<file path="src/ssd_pkg.sv">
// Function
// - Normal operation and applied configuration show the active field pair.
// - Show a waiting message until configuration download is confirmed.
// - Show a transfer message while configuration data is being loaded.
// - Level mode shows signed whole-degree tilt with H and V prefixes.
// - A received ping shows a notice plus the device name.
// - Each diagnostic carries one category letter: F, E, U, I or P.
// - A diagnostic shows its letter first, then its number code.
// - Non-locking errors clear themselves after ten seconds.
// - Automatic clearing never lets the guarded machine restart on its own.
// - A locking error holds until power is removed; nothing clears it.
// - Protective field free for five seconds returns the normal display.
// - Settings blank the display or turn it by 180 degrees.
// - Controller text holds at most 32 ASCII characters.
// - Controller text scrolls for about 40 s, then old content returns.
// - Controller text renders only printable characters of the supported set.
// - A message names its output or diagnosis source with its code.
// - At startup cycle the device facts until the start phase ends.
//
// Shared constants and types of the status display block.
// Assumes one 50 MHz clock for all logic that uses it.
package ssd_pkg;

  ////////////////////////////////////////////////////////////////////////
  // Timing
  localparam int unsigned CLK_HZ = 50_000_000;
  localparam int unsigned AUTO_CLEAR_S = 10;
  localparam int unsigned AUTO_CLEAR_CYC = AUTO_CLEAR_S * CLK_HZ;
  localparam int unsigned FIELD_FREE_S = 5;
  localparam int unsigned FIELD_FREE_CYC = FIELD_FREE_S * CLK_HZ;
  localparam int unsigned TEXT_SHOW_S = 40;
  localparam int unsigned TEXT_SHOW_CYC = TEXT_SHOW_S * CLK_HZ;
  localparam int unsigned PING_SHOW_S = 10;
  localparam int unsigned PING_SHOW_CYC = PING_SHOW_S * CLK_HZ;
  localparam int unsigned SCROLL_MS = 300;
  localparam int unsigned SCROLL_CYC = SCROLL_MS * (CLK_HZ / 1000);
  localparam int unsigned START_STEP_MS = 2000;
  localparam int unsigned START_STEP_CYC = START_STEP_MS * (CLK_HZ / 1000);

  ////////////////////////////////////////////////////////////////////////
  // Sizes and record addressing
  localparam int LINE_LEN = 24;
  localparam int TEXT_MAX = 32;
  localparam int NAME_LEN = 16;
  localparam logic [2:0] START_LAST = 3'h5;
  localparam logic [15:0] TEXT_SLOT_MAX = 16'h0001;
  localparam logic [15:0] TEXT_SUBSLOT = 16'h0001;
  localparam logic [15:0] TEXT_INDEX = 16'h70dd;

  ////////////////////////////////////////////////////////////////////////
  // Characters
  localparam logic [7:0] CH_BLANK = 8'h20;
  localparam logic [7:0] CH_FIRST = 8'h21;
  localparam logic [7:0] CH_LAST = 8'h7e;
  localparam logic [7:0] CH_ZERO = 8'h30;
  localparam logic [7:0] CH_A = 8'h41;
  localparam logic [7:0] CH_DOT = 8'h2e;
  localparam logic [7:0] CH_PLUS = 8'h2b;
  localparam logic [7:0] CH_MINUS = 8'h2d;

  typedef logic [7:0] ssd_char_t;
  typedef ssd_char_t [LINE_LEN-1:0] ssd_line_t;
  typedef ssd_char_t [NAME_LEN-1:0] ssd_name_t;

  typedef enum logic [2:0] {CAT_F, CAT_E, CAT_U, CAT_I, CAT_P} ssd_cat_t;
  typedef enum logic {SRC_GUARD_FIELD, SRC_DEVICE} ssd_src_t;
  typedef enum logic [3:0] {
    VIEW_START, VIEW_LEVEL, VIEW_NORMAL, VIEW_WAIT, VIEW_LOAD,
    VIEW_DIAG, VIEW_PING, VIEW_TEXT
  } ssd_view_t;

  typedef struct packed {
    ssd_cat_t cat;
    logic [9:0] code;
    logic locking;
    ssd_src_t src;
    ssd_char_t chan;
  } ssd_diag_t;

  typedef struct packed {
    logic [15:0] slot;
    logic [15:0] subslot;
    logic [15:0] index;
    logic first;
    logic last;
    ssd_char_t data;
  } ssd_rec_t;

  typedef struct packed {
    logic [4:0] group;
    logic [3:0] set;
    logic [3:0] pair;
  } ssd_pair_t;

  ////////////////////////////////////////////////////////////////////////
  // Fixed texts, first character in the top byte
  localparam logic [4:0][7:0] CAT_CHARS = {"P", "I", "U", "E", "F"};
  localparam ssd_line_t LINE_BLANK = {LINE_LEN{CH_BLANK}};
  localparam ssd_line_t MSG_WAIT = {"WAIT FOR SETUP", {10{CH_BLANK}}};
  localparam ssd_line_t MSG_LOAD = {"SETUP TRANSFER", {10{CH_BLANK}}};
  localparam logic [47:0] TXT_GUARD = "GUARD ";
  localparam logic [47:0] TXT_DEVICE = "DEVICE";
  localparam logic [63:0] TXT_PING = "PING RX ";

endpackage

</file>
<file path="src/ssd_display.sv">
// Message selection and line buildup for the 24-character status display.
// Assumes all inputs come from logic on clk_i; reset_i stands for power-up.
`timescale 1ns/1ps

module ssd_display
#(
  parameter int unsigned AUTO_CLEAR_CYCLES = ssd_pkg::AUTO_CLEAR_CYC,
  parameter int unsigned FIELD_FREE_CYCLES = ssd_pkg::FIELD_FREE_CYC,
  parameter int unsigned TEXT_SHOW_CYCLES = ssd_pkg::TEXT_SHOW_CYC,
  parameter int unsigned PING_SHOW_CYCLES = ssd_pkg::PING_SHOW_CYC,
  parameter int unsigned SCROLL_CYCLES = ssd_pkg::SCROLL_CYC,
  parameter int unsigned START_STEP_CYCLES = ssd_pkg::START_STEP_CYC
)
(
  input wire logic clk_i, // 50 MHz clock
  input wire logic reset_i, // Async reset, high
  input wire logic started_i, // Start phase over
  input wire ssd_pkg::ssd_line_t info_text_i, // Text of current startup item
  output logic [2:0] startup_item_o, // Startup item being shown
  input wire logic config_ok_i, // Configuration applied
  input wire logic cfg_wait_i, // Waiting for download confirmation
  input wire logic cfg_load_i, // Configuration transfer running
  input wire logic level_mode_i, // Level display requested
  input wire logic signed [7:0] tilt_h_i, // Horizontal tilt, degrees
  input wire logic signed [7:0] tilt_v_i, // Vertical tilt, degrees
  input wire ssd_pkg::ssd_pair_t pair_i, // Active field pair
  input wire logic ping_i, // Identification ping pulse
  input wire ssd_pkg::ssd_name_t name_i, // Device name
  input wire logic diag_valid_i, // New diagnostic pulse
  input wire ssd_pkg::ssd_diag_t diag_i, // Diagnostic record
  input wire logic field_free_i, // Protective field free
  input wire logic restart_ack_i, // Restart acknowledge
  input wire logic rec_valid_i, // Record write byte valid
  input wire ssd_pkg::ssd_rec_t rec_i, // Record write byte
  input wire logic blank_cfg_i, // Setting: display off
  input wire logic rotate_cfg_i, // Setting: turn by 180 degrees
  output ssd_pkg::ssd_line_t line_o, // Characters, leftmost in top byte
  output ssd_pkg::ssd_view_t view_o, // Content shown
  output logic rotate_o, // Glyphs to be drawn turned
  output logic rec_ack_o, // Text taken, pulse
  output logic error_o, // Diagnostic active
  output logic locked_o, // Locking error held
  output logic restart_lock_o, // Machine restart blocked
  output logic auto_clear_o // Error cleared by timeout, pulse
);
  import ssd_pkg::*;

  ////////////////////////////////////////////////////////////////////////
  // Number formatting

  // Three decimal digits of a code
  function automatic logic [23:0] dec3(input logic [9:0] v);
    logic [9:0] h;
    logic [9:0] t;
    logic [9:0] o;
    h = v / 10'd100;
    t = (v / 10'd10) % 10'd10;
    o = v % 10'd10;
    return {CH_ZERO + h[7:0], CH_ZERO + t[7:0], CH_ZERO + o[7:0]};
  endfunction

  // Sign and two digits of a tilt, clamped at 99
  function automatic logic [23:0] sdeg(input logic signed [7:0] d);
    logic [7:0] m;
    m = (d < 0) ? 8'(-d) : 8'(d);
    if (m > 8'd99)
    begin
      m = 8'd99;
    end
    return {(d < 0) ? CH_MINUS : CH_PLUS, CH_ZERO + m / 8'd10,
            CH_ZERO + m % 8'd10};
  endfunction

  ////////////////////////////////////////////////////////////////////////
  // Startup item sequencer

  logic [31:0] start_cnt;
  logic [2:0] start_item;
  wire start_step = start_cnt >= START_STEP_CYCLES - 32'd1;

  // Cycle through the startup items while the start phase lasts
  always_ff @(posedge clk_i or posedge reset_i)
  begin
    if (reset_i)
    begin
      start_cnt <= '0;
      start_item <= '0;
    end
    else if (started_i || start_step)
    begin
      start_cnt <= '0;
      start_item <= (started_i || start_item == START_LAST) ? 3'h0
                    : start_item + 3'h1;
    end
    else
    begin
      start_cnt <= start_cnt + 32'd1;
    end
  end

  ////////////////////////////////////////////////////////////////////////
  // Identification ping

  logic ping_on;
  logic [31:0] ping_cnt;
  wire ping_end = ping_cnt >= PING_SHOW_CYCLES - 32'd1;

  // A new ping restarts the notice time
  always_ff @(posedge clk_i or posedge reset_i)
  begin
    if (reset_i)
    begin
      ping_on <= 1'b0;
      ping_cnt <= '0;
    end
    else if (ping_i)
    begin
      ping_on <= 1'b1;
      ping_cnt <= '0;
    end
    else if (ping_on)
    begin
      ping_on <= !ping_end;
      ping_cnt <= ping_cnt + 32'd1;
    end
  end

  ////////////////////////////////////////////////////////////////////////
  // Diagnostic record and its clearing

  ssd_diag_t diag;
  logic diag_on;
  logic locked;
  logic restart_lock;
  logic auto_pulse;
  logic [31:0] diag_cnt;
  logic [31:0] free_cnt;
  wire diag_take = diag_valid_i && !locked;
  wire auto_done = diag_cnt >= AUTO_CLEAR_CYCLES - 32'd1;
  wire free_done = free_cnt >= FIELD_FREE_CYCLES - 32'd1;
  wire diag_drop = diag_on && !locked && (auto_done || free_done);
  wire is_fault = diag_i.cat != CAT_I;

  // Store the diagnostic; a locking one is never replaced or cleared
  always_ff @(posedge clk_i or posedge reset_i)
  begin
    if (reset_i)
    begin
      diag <= '0;
      diag_on <= 1'b0;
      locked <= 1'b0;
    end
    else if (diag_take)
    begin
      diag <= diag_i;
      diag_on <= 1'b1;
      locked <= diag_i.locking;
    end
    else if (diag_drop)
    begin
      diag_on <= 1'b0;
    end
  end

  // Time the error and the free field
  always_ff @(posedge clk_i or posedge reset_i)
  begin
    if (reset_i)
    begin
      diag_cnt <= '0;
      free_cnt <= '0;
      auto_pulse <= 1'b0;
    end
    else
    begin
      diag_cnt <= (diag_take || !diag_on || locked) ? 32'd0 : diag_cnt + 32'd1;
      free_cnt <= (field_free_i && diag_on && !diag_take) ? free_cnt + 32'd1 : 32'd0;
      auto_pulse <= diag_drop && auto_done && !diag_take;
    end
  end

  // Restart stays blocked after an automatic clear until acknowledged
  always_ff @(posedge clk_i or posedge reset_i)
  begin
    if (reset_i)
    begin
      restart_lock <= 1'b0;
    end
    else if (diag_take && is_fault)
    begin
      restart_lock <= 1'b1;
    end
    else if (restart_ack_i && !diag_on && !locked)
    begin
      restart_lock <= 1'b0;
    end
  end

  ////////////////////////////////////////////////////////////////////////
  // Controller text reception

  ssd_char_t [TEXT_MAX-1:0] text_buf;
  logic [5:0] wr_ptr;
  logic text_on;
  logic [31:0] text_cnt;
  logic [31:0] scroll_cnt;
  logic [4:0] scroll_off;
  logic ack;
  wire rec_hit = rec_valid_i && rec_i.slot <= TEXT_SLOT_MAX
                 && rec_i.subslot == TEXT_SUBSLOT
                 && rec_i.index == TEXT_INDEX;
  wire [5:0] wr_at = rec_i.first ? 6'd0 : wr_ptr;
  wire printable = rec_i.data >= CH_FIRST && rec_i.data <= CH_LAST;
  wire ssd_char_t filt = printable ? rec_i.data : CH_BLANK;
  wire text_end = text_cnt >= TEXT_SHOW_CYCLES - 32'd1;
  wire scroll_step = scroll_cnt >= SCROLL_CYCLES - 32'd1;
  wire text_go = rec_hit && rec_i.last;

  // Fill the buffer; a first byte blanks the rest, bytes past 32 drop
  always_ff @(posedge clk_i or posedge reset_i)
  begin
    if (reset_i)
    begin
      text_buf <= {TEXT_MAX{CH_BLANK}};
      wr_ptr <= '0;
    end
    else if (rec_hit)
    begin
      for (int i = 0; i < TEXT_MAX; i++)
      begin
        if (6'(i) == wr_at)
        begin
          text_buf[i] <= filt;
        end
        else if (rec_i.first)
        begin
          text_buf[i] <= CH_BLANK;
        end
      end
      wr_ptr <= (wr_at == 6'(TEXT_MAX)) ? wr_at : wr_at + 6'd1;
    end
  end

  // Show the text for its time, stepping the scroll window
  always_ff @(posedge clk_i or posedge reset_i)
  begin
    if (reset_i)
    begin
      text_on <= 1'b0;
      text_cnt <= '0;
      scroll_cnt <= '0;
      scroll_off <= '0;
      ack <= 1'b0;
    end
    else
    begin
      ack <= text_go;
      if (text_go)
      begin
        text_on <= 1'b1;
        text_cnt <= '0;
        scroll_cnt <= '0;
        scroll_off <= '0;
      end
      else if (text_on)
      begin
        text_on <= !text_end;
        text_cnt <= text_cnt + 32'd1;
        scroll_cnt <= scroll_step ? 32'd0 : scroll_cnt + 32'd1;
        scroll_off <= scroll_step ? scroll_off + 5'd1 : scroll_off;
      end
    end
  end

  ////////////////////////////////////////////////////////////////////////
  // Content selection

  ssd_view_t next_view;
  ssd_view_t view;

  // Highest priority first; text ends back in whatever lies below it
  always_comb
  begin
    if (locked)
    begin
      next_view = VIEW_DIAG;
    end
    else if (text_on)
    begin
      next_view = VIEW_TEXT;
    end
    else if (ping_on)
    begin
      next_view = VIEW_PING;
    end
    else if (diag_on)
    begin
      next_view = VIEW_DIAG;
    end
    else if (cfg_load_i)
    begin
      next_view = VIEW_LOAD;
    end
    else if (cfg_wait_i)
    begin
      next_view = VIEW_WAIT;
    end
    else if (!started_i)
    begin
      next_view = VIEW_START;
    end
    else if (level_mode_i || !config_ok_i)
    begin
      next_view = VIEW_LEVEL;
    end
    else
    begin
      next_view = VIEW_NORMAL;
    end
  end

  ////////////////////////////////////////////////////////////////////////
  // Line buildup

  wire ssd_line_t text_win;
  ssd_line_t next_line;
  wire ssd_line_t turned;
  wire [47:0] src_txt = (diag.src == SRC_GUARD_FIELD) ? TXT_GUARD : TXT_DEVICE;

  // Scroll window over the text buffer and the turned line
  for (genvar g = 0; g < LINE_LEN; g++)
  begin : g_pos
    wire [4:0] idx = scroll_off + 5'(g);
    assign text_win[LINE_LEN-1-g] = text_buf[idx];
    assign turned[g] = next_line[LINE_LEN-1-g];
  end

  // Compose the characters of the chosen content
  always_comb
  begin
    case (next_view)
      VIEW_START: next_line = info_text_i;
      VIEW_WAIT: next_line = MSG_WAIT;
      VIEW_LOAD: next_line = MSG_LOAD;
      VIEW_LEVEL: next_line = {"H", sdeg(tilt_h_i), " V", sdeg(tilt_v_i),
                               {15{CH_BLANK}}};
      VIEW_PING: next_line = {TXT_PING, name_i};
      VIEW_DIAG: next_line = {src_txt, CH_BLANK, diag.chan, ": ",
                              CAT_CHARS[diag.cat], dec3(diag.code),
                              {10{CH_BLANK}}};
      VIEW_TEXT: next_line = text_win;
      default: next_line = {CH_A + 8'(pair_i.group), CH_ZERO + 8'(pair_i.set),
                            CH_DOT, CH_ZERO + 8'(pair_i.pair),
                            {20{CH_BLANK}}};
    endcase
  end

  // Register the shown line with the display settings applied
  always_ff @(posedge clk_i or posedge reset_i)
  begin
    if (reset_i)
    begin
      line_o <= LINE_BLANK;
      view <= VIEW_START;
      rotate_o <= 1'b0;
    end
    else
    begin
      line_o <= blank_cfg_i ? LINE_BLANK
                : (rotate_cfg_i ? turned : next_line);
      view <= next_view;
      rotate_o <= rotate_cfg_i;
    end
  end

  ////////////////////////////////////////////////////////////////////////
  // Status outputs
  assign view_o = view;
  assign startup_item_o = start_item;
  assign rec_ack_o = ack;
  assign error_o = diag_on;
  assign locked_o = locked;
  assign restart_lock_o = restart_lock;
  assign auto_clear_o = auto_pulse;

endmodule

</file>
<file path="config.mk">
export PLATFORM = sky130hd
export DESIGN_NAME = ssd_display
export DESIGN_NICKNAME = d
export VERILOG_FILES = /design/src/ssd_pkg.sv /design/src/ssd_display.sv
export SDC_FILE = /design/constraint.sdc
export NUM_CORES = 2
export LEC_CHECK = 0
export BUFFER_PORTS_ARGS = -buffer_cell sky130_fd_sc_hd__buf_2
export CELL_PAD_IN_SITES_DETAIL_PLACEMENT = 1
export CELL_PAD_IN_SITES_GLOBAL_PLACEMENT = 1
export CORE_ASPECT_RATIO = 0.8
export CORE_MARGIN = 5
export CORE_UTILIZATION = 35
export DETAILED_ROUTE_END_ITERATION = 10
export GPL_TIMING_DRIVEN = 0
export MAX_ROUTING_LAYER = met4
export PLACE_DENSITY_LB_ADDON = 0.12
export SYNTH_ARGS = -nofsm -noshare
export SYNTH_HDL_FRONTEND = slang
export SYNTH_SLANG_ARGS = --single-unit
</file>
<file path="constraint.sdc">
create_clock -name clk_i -period 42.5 [get_ports clk_i]
set_input_delay 4.25 -clock clk_i [delete_from_list [all_inputs] [get_ports clk_i]]
set_output_delay 4.25 -clock clk_i [all_outputs]
set_load 0.05 [all_outputs]
</file>
==> reports/metrics.cfg <==
[outcome]
status = finished, violations left
violations = max-capacitance violations, max-slew violations

[worst_setup_path]
endpoint_kind = flip-flop
startpoint_type = flip-flop
critPathKind = flip-flop to flip-flop
cp.arrival_ns = 11.51
critPathRequiredTime_ns = 43.10
path_max_fanout = 10
worst_r2r_path_depth = 19

[route]
ant_nets = 0
vias = 52600
dr.first_iter.drc_count = 6868
drc = 0
viasPerCell = 6.50
routed_wirelength_mm = 321
routedWlPerCell_um = 39.6
first_pass_iters = 8

[sta]
worst_pin_slew_ns = 1.64
setup_slack_ns = 31.59
slew_viol_final = 70
setup_tns_ns = 0
setup_viol = 0
max_clock_freq_mhz = 91.6
relSlewSlack_pct = -9.17
hold_slack_ns = 0.481
fin_crit_ns = 10.91
finalHoldViolCount = 0
skew_ns = 0.0332
period_share_pct = 25.7
rsz0062_at_grt = no

[synth]
syn_area_per_cell_sq_um = 9.10
synth_edf_count = 0
yosysSeqAreaShare_pct = 35.2
synth.area.top_cells = dfrtp_1 (32%), mux4_2 (12%), mux2i_1 (7.0%), nand2_1 (5.3%), o21ai_0 (4.9%)
synth_area_sq_mm = 0.0491
yosysTopAreaCell = dfrtp_1
synth_top_flop_cell = dfrtp_1
synthArstFlopShare_pct = 100
synth_top_area_share_pct = 32.2
synth-seq-cells = 687
syn_inst = 5393
synth_warnings = 0
ys_types = 114

[global_route]
antenna_found_initial = 43
grt_use_total_pct = 42.9
grt_pass1_vias = 50400
grt_max_degree = 126
gr-total-overflow = 0
grt_pass1_wl_mm = 428

[min_path]
hold_path.class = flip-flop to flip-flop
worstHoldPathCells = 1

[power_and_ir_drop]
p_leak_nw = 25.1
ir_drop_mv = 0.0379
power.density_mw_per_mm2 = 37.8
p_int_mw = 1.34
p_sw_mw = 0.850
combPwrFrac_pct = 33.5
seq_power_share_pct = 31.6
netSwitchingFraction_pct = 38.9
pwr-share-clk_pct = 34.9

[place]
portBuffers = 642
gp_congestion = 1.09
place_ws_ns = 31.82
placed_cell_area_sq_mm = 0.0548
dp.cells = 7911
dp_hpwl_mm = 264

[layout]
final_common_cell = nand2_1
design_area_sq_mm = 0.0578
layout_common_cells = nand2_1 (695), buf_2 (662), dfrtp_1 (631)
fin_nets = 6626
area.growth.synth_to_final_pct = 17.8
drive_gt1_share_pct = 21.1
final_cells = 8105

[floorplan]
fp-row-count = 122
start_util_pct = 35.4
die_x_um = 429
design.core.area_sq_mm = 0.139
pin_count = 649
die-area_sq_mm = 0.148
die_h_um = 345

[cts]
clock_tree.root_cell = clkbuf_16
cts-resized-gates = 0
numCtsBuffers = 83
clock_latency_ns = 0.74
cts_max_level = 3
clk_pin_slew_ns = 0.06
cts_tree = built
clock_tree.buffer_depth = 3
clock_sinks = 687
post-cts-setup-buffer-count = 0
hold_buffers = 0

[flow_run]
drv_cap = 9

power groups by stage:
stage	sequential (mW)	clock, mW	combinational, mW
after CTS	0.691	0.770	0.693
after floorplan	0.756	0	0.396
after global routing	0.692	0.797	0.759
final	0.692	0.764	0.732
after detailed placement	0.702	0	0.689
after global placement	0.703	0	0.684
path summary, 6_finish.rpt:
kind                            slack (ns)                endpoint                 startpoint
worst max-delay path                 31.59   line_o[150]$_DFF_PP0_  scroll_off[0]$_DFFE_PP0P_
worst max register to register       31.59   line_o[150]$_DFF_PP0_  scroll_off[0]$_DFFE_PP0P_
worst min register to register        0.48   free_cnt[0]$_DFF_PP0_      free_cnt[0]$_DFF_PP0_
min in group asynchronous             3.70  start_cnt[0]$_DFF_PP0_                    reset_i
max in group asynchronous            36.96  diag_cnt[21]$_DFF_PP0_                    reset_i
worst min-delay path                  0.48   free_cnt[0]$_DFF_PP0_      free_cnt[0]$_DFF_PP0_
sequential cells by signal, summed over array words and instances (netlist names):
register / count
restart_lock_o: 1
startup_item_o: 3
ping_cnt: 32
rec_ack_o: 1
diag_cnt: 32
line_o: 192
text_buf: 256
wr_ptr: 6
text_cnt: 32
free_cnt: 32
diag: 22
scroll_off: 5
start_cnt: 32
error_o: 1
ping_on: 1
view_o: 3
rotate_o: 1
scroll_cnt: 32
text_on: 1
auto_clear_o: 1
locked_o: 1
area by class of cell:
class	count	area [sq um]
Antenna cell	37	92.6
Buffer	427	1670
Clock buffer	119	2380
Clock inverter	34	452
Fill cell	16300	80900
Inverter	70	270
Multi-Input combinational cell	4217	29900
Sequential cell	687	17300
Tap cell	1860	2330
Timing Repair Buffer	654	3420
synth_stat cells (62+ instances only):
cell,number
nand2_1,695
dfrtp_1,631
nor2_1,608
o21ai_0,484
mux2i_1,344
clkbuf_1,331
nand3_1,300
mux4_2,265
a21oi_1,228
a211oi_1,140
xor2_1,120
mux2_2,109
xnor2_1,88
and3_1,83
buf_1,74
a221oi_1,71
inv_1,64
nor3_1,63
a22oi_1,62
cell families after synthesis:
kind of cell | synth area share [%]
DFF | 35.2
buffers and inverters | 3.93
and+or+nand+nor | 18.3
AOI/OAI and AO/OA | 15.8
other | 0.0153
muxes | 21.8
adders and majority gates | 1.11
xor gates and xnor gates | 3.81
layer usage:
| metal | vias up | share of wire, % | global-route usage [%] |
|---|---|---|---|
| li1 | 21300 | - | - |
| met1 | 27400 | 42 | 56.8 |
| met2 | 3326 | 40 | 57.5 |
| met3 | 666 | 12 | 15.0 |
| met4 | 0 | 6.4 | 22.3 |
| met5 | - | 0 | - |
stage by stage:
step           power [mW]  util [%]
4_1_cts              2.15      41.6
5_1_grt              2.25      41.6
3_5_place_dp         1.39      39.5
3_3_place_gp         1.39      39.4
6_report             2.19      41.7
2_1_floorplan        1.15         -
critical path, cell delays in order (launching register included):
cell	delay, ns
dfrtp_1	0.35
clkbuf_1	0.72
buf_2	0.52
buf_1	0.91
buf_2	0.73
buf_2	0.66
buf_2	0.49
inv_1	0.14
ha_1	0.51
buf_1	0.71
clkbuf_1	1.08
clkbuf_1	0.90
o21ai_0	0.68
o21ai_0	0.71
nor2_1	0.10
a21oi_1	0.26
nand2_1	0.09
a21oi_1	0.50
a2111oi_0	0.23
a211oi_1	0.39
Note: power is estimated with default switching activity, not from simulation.
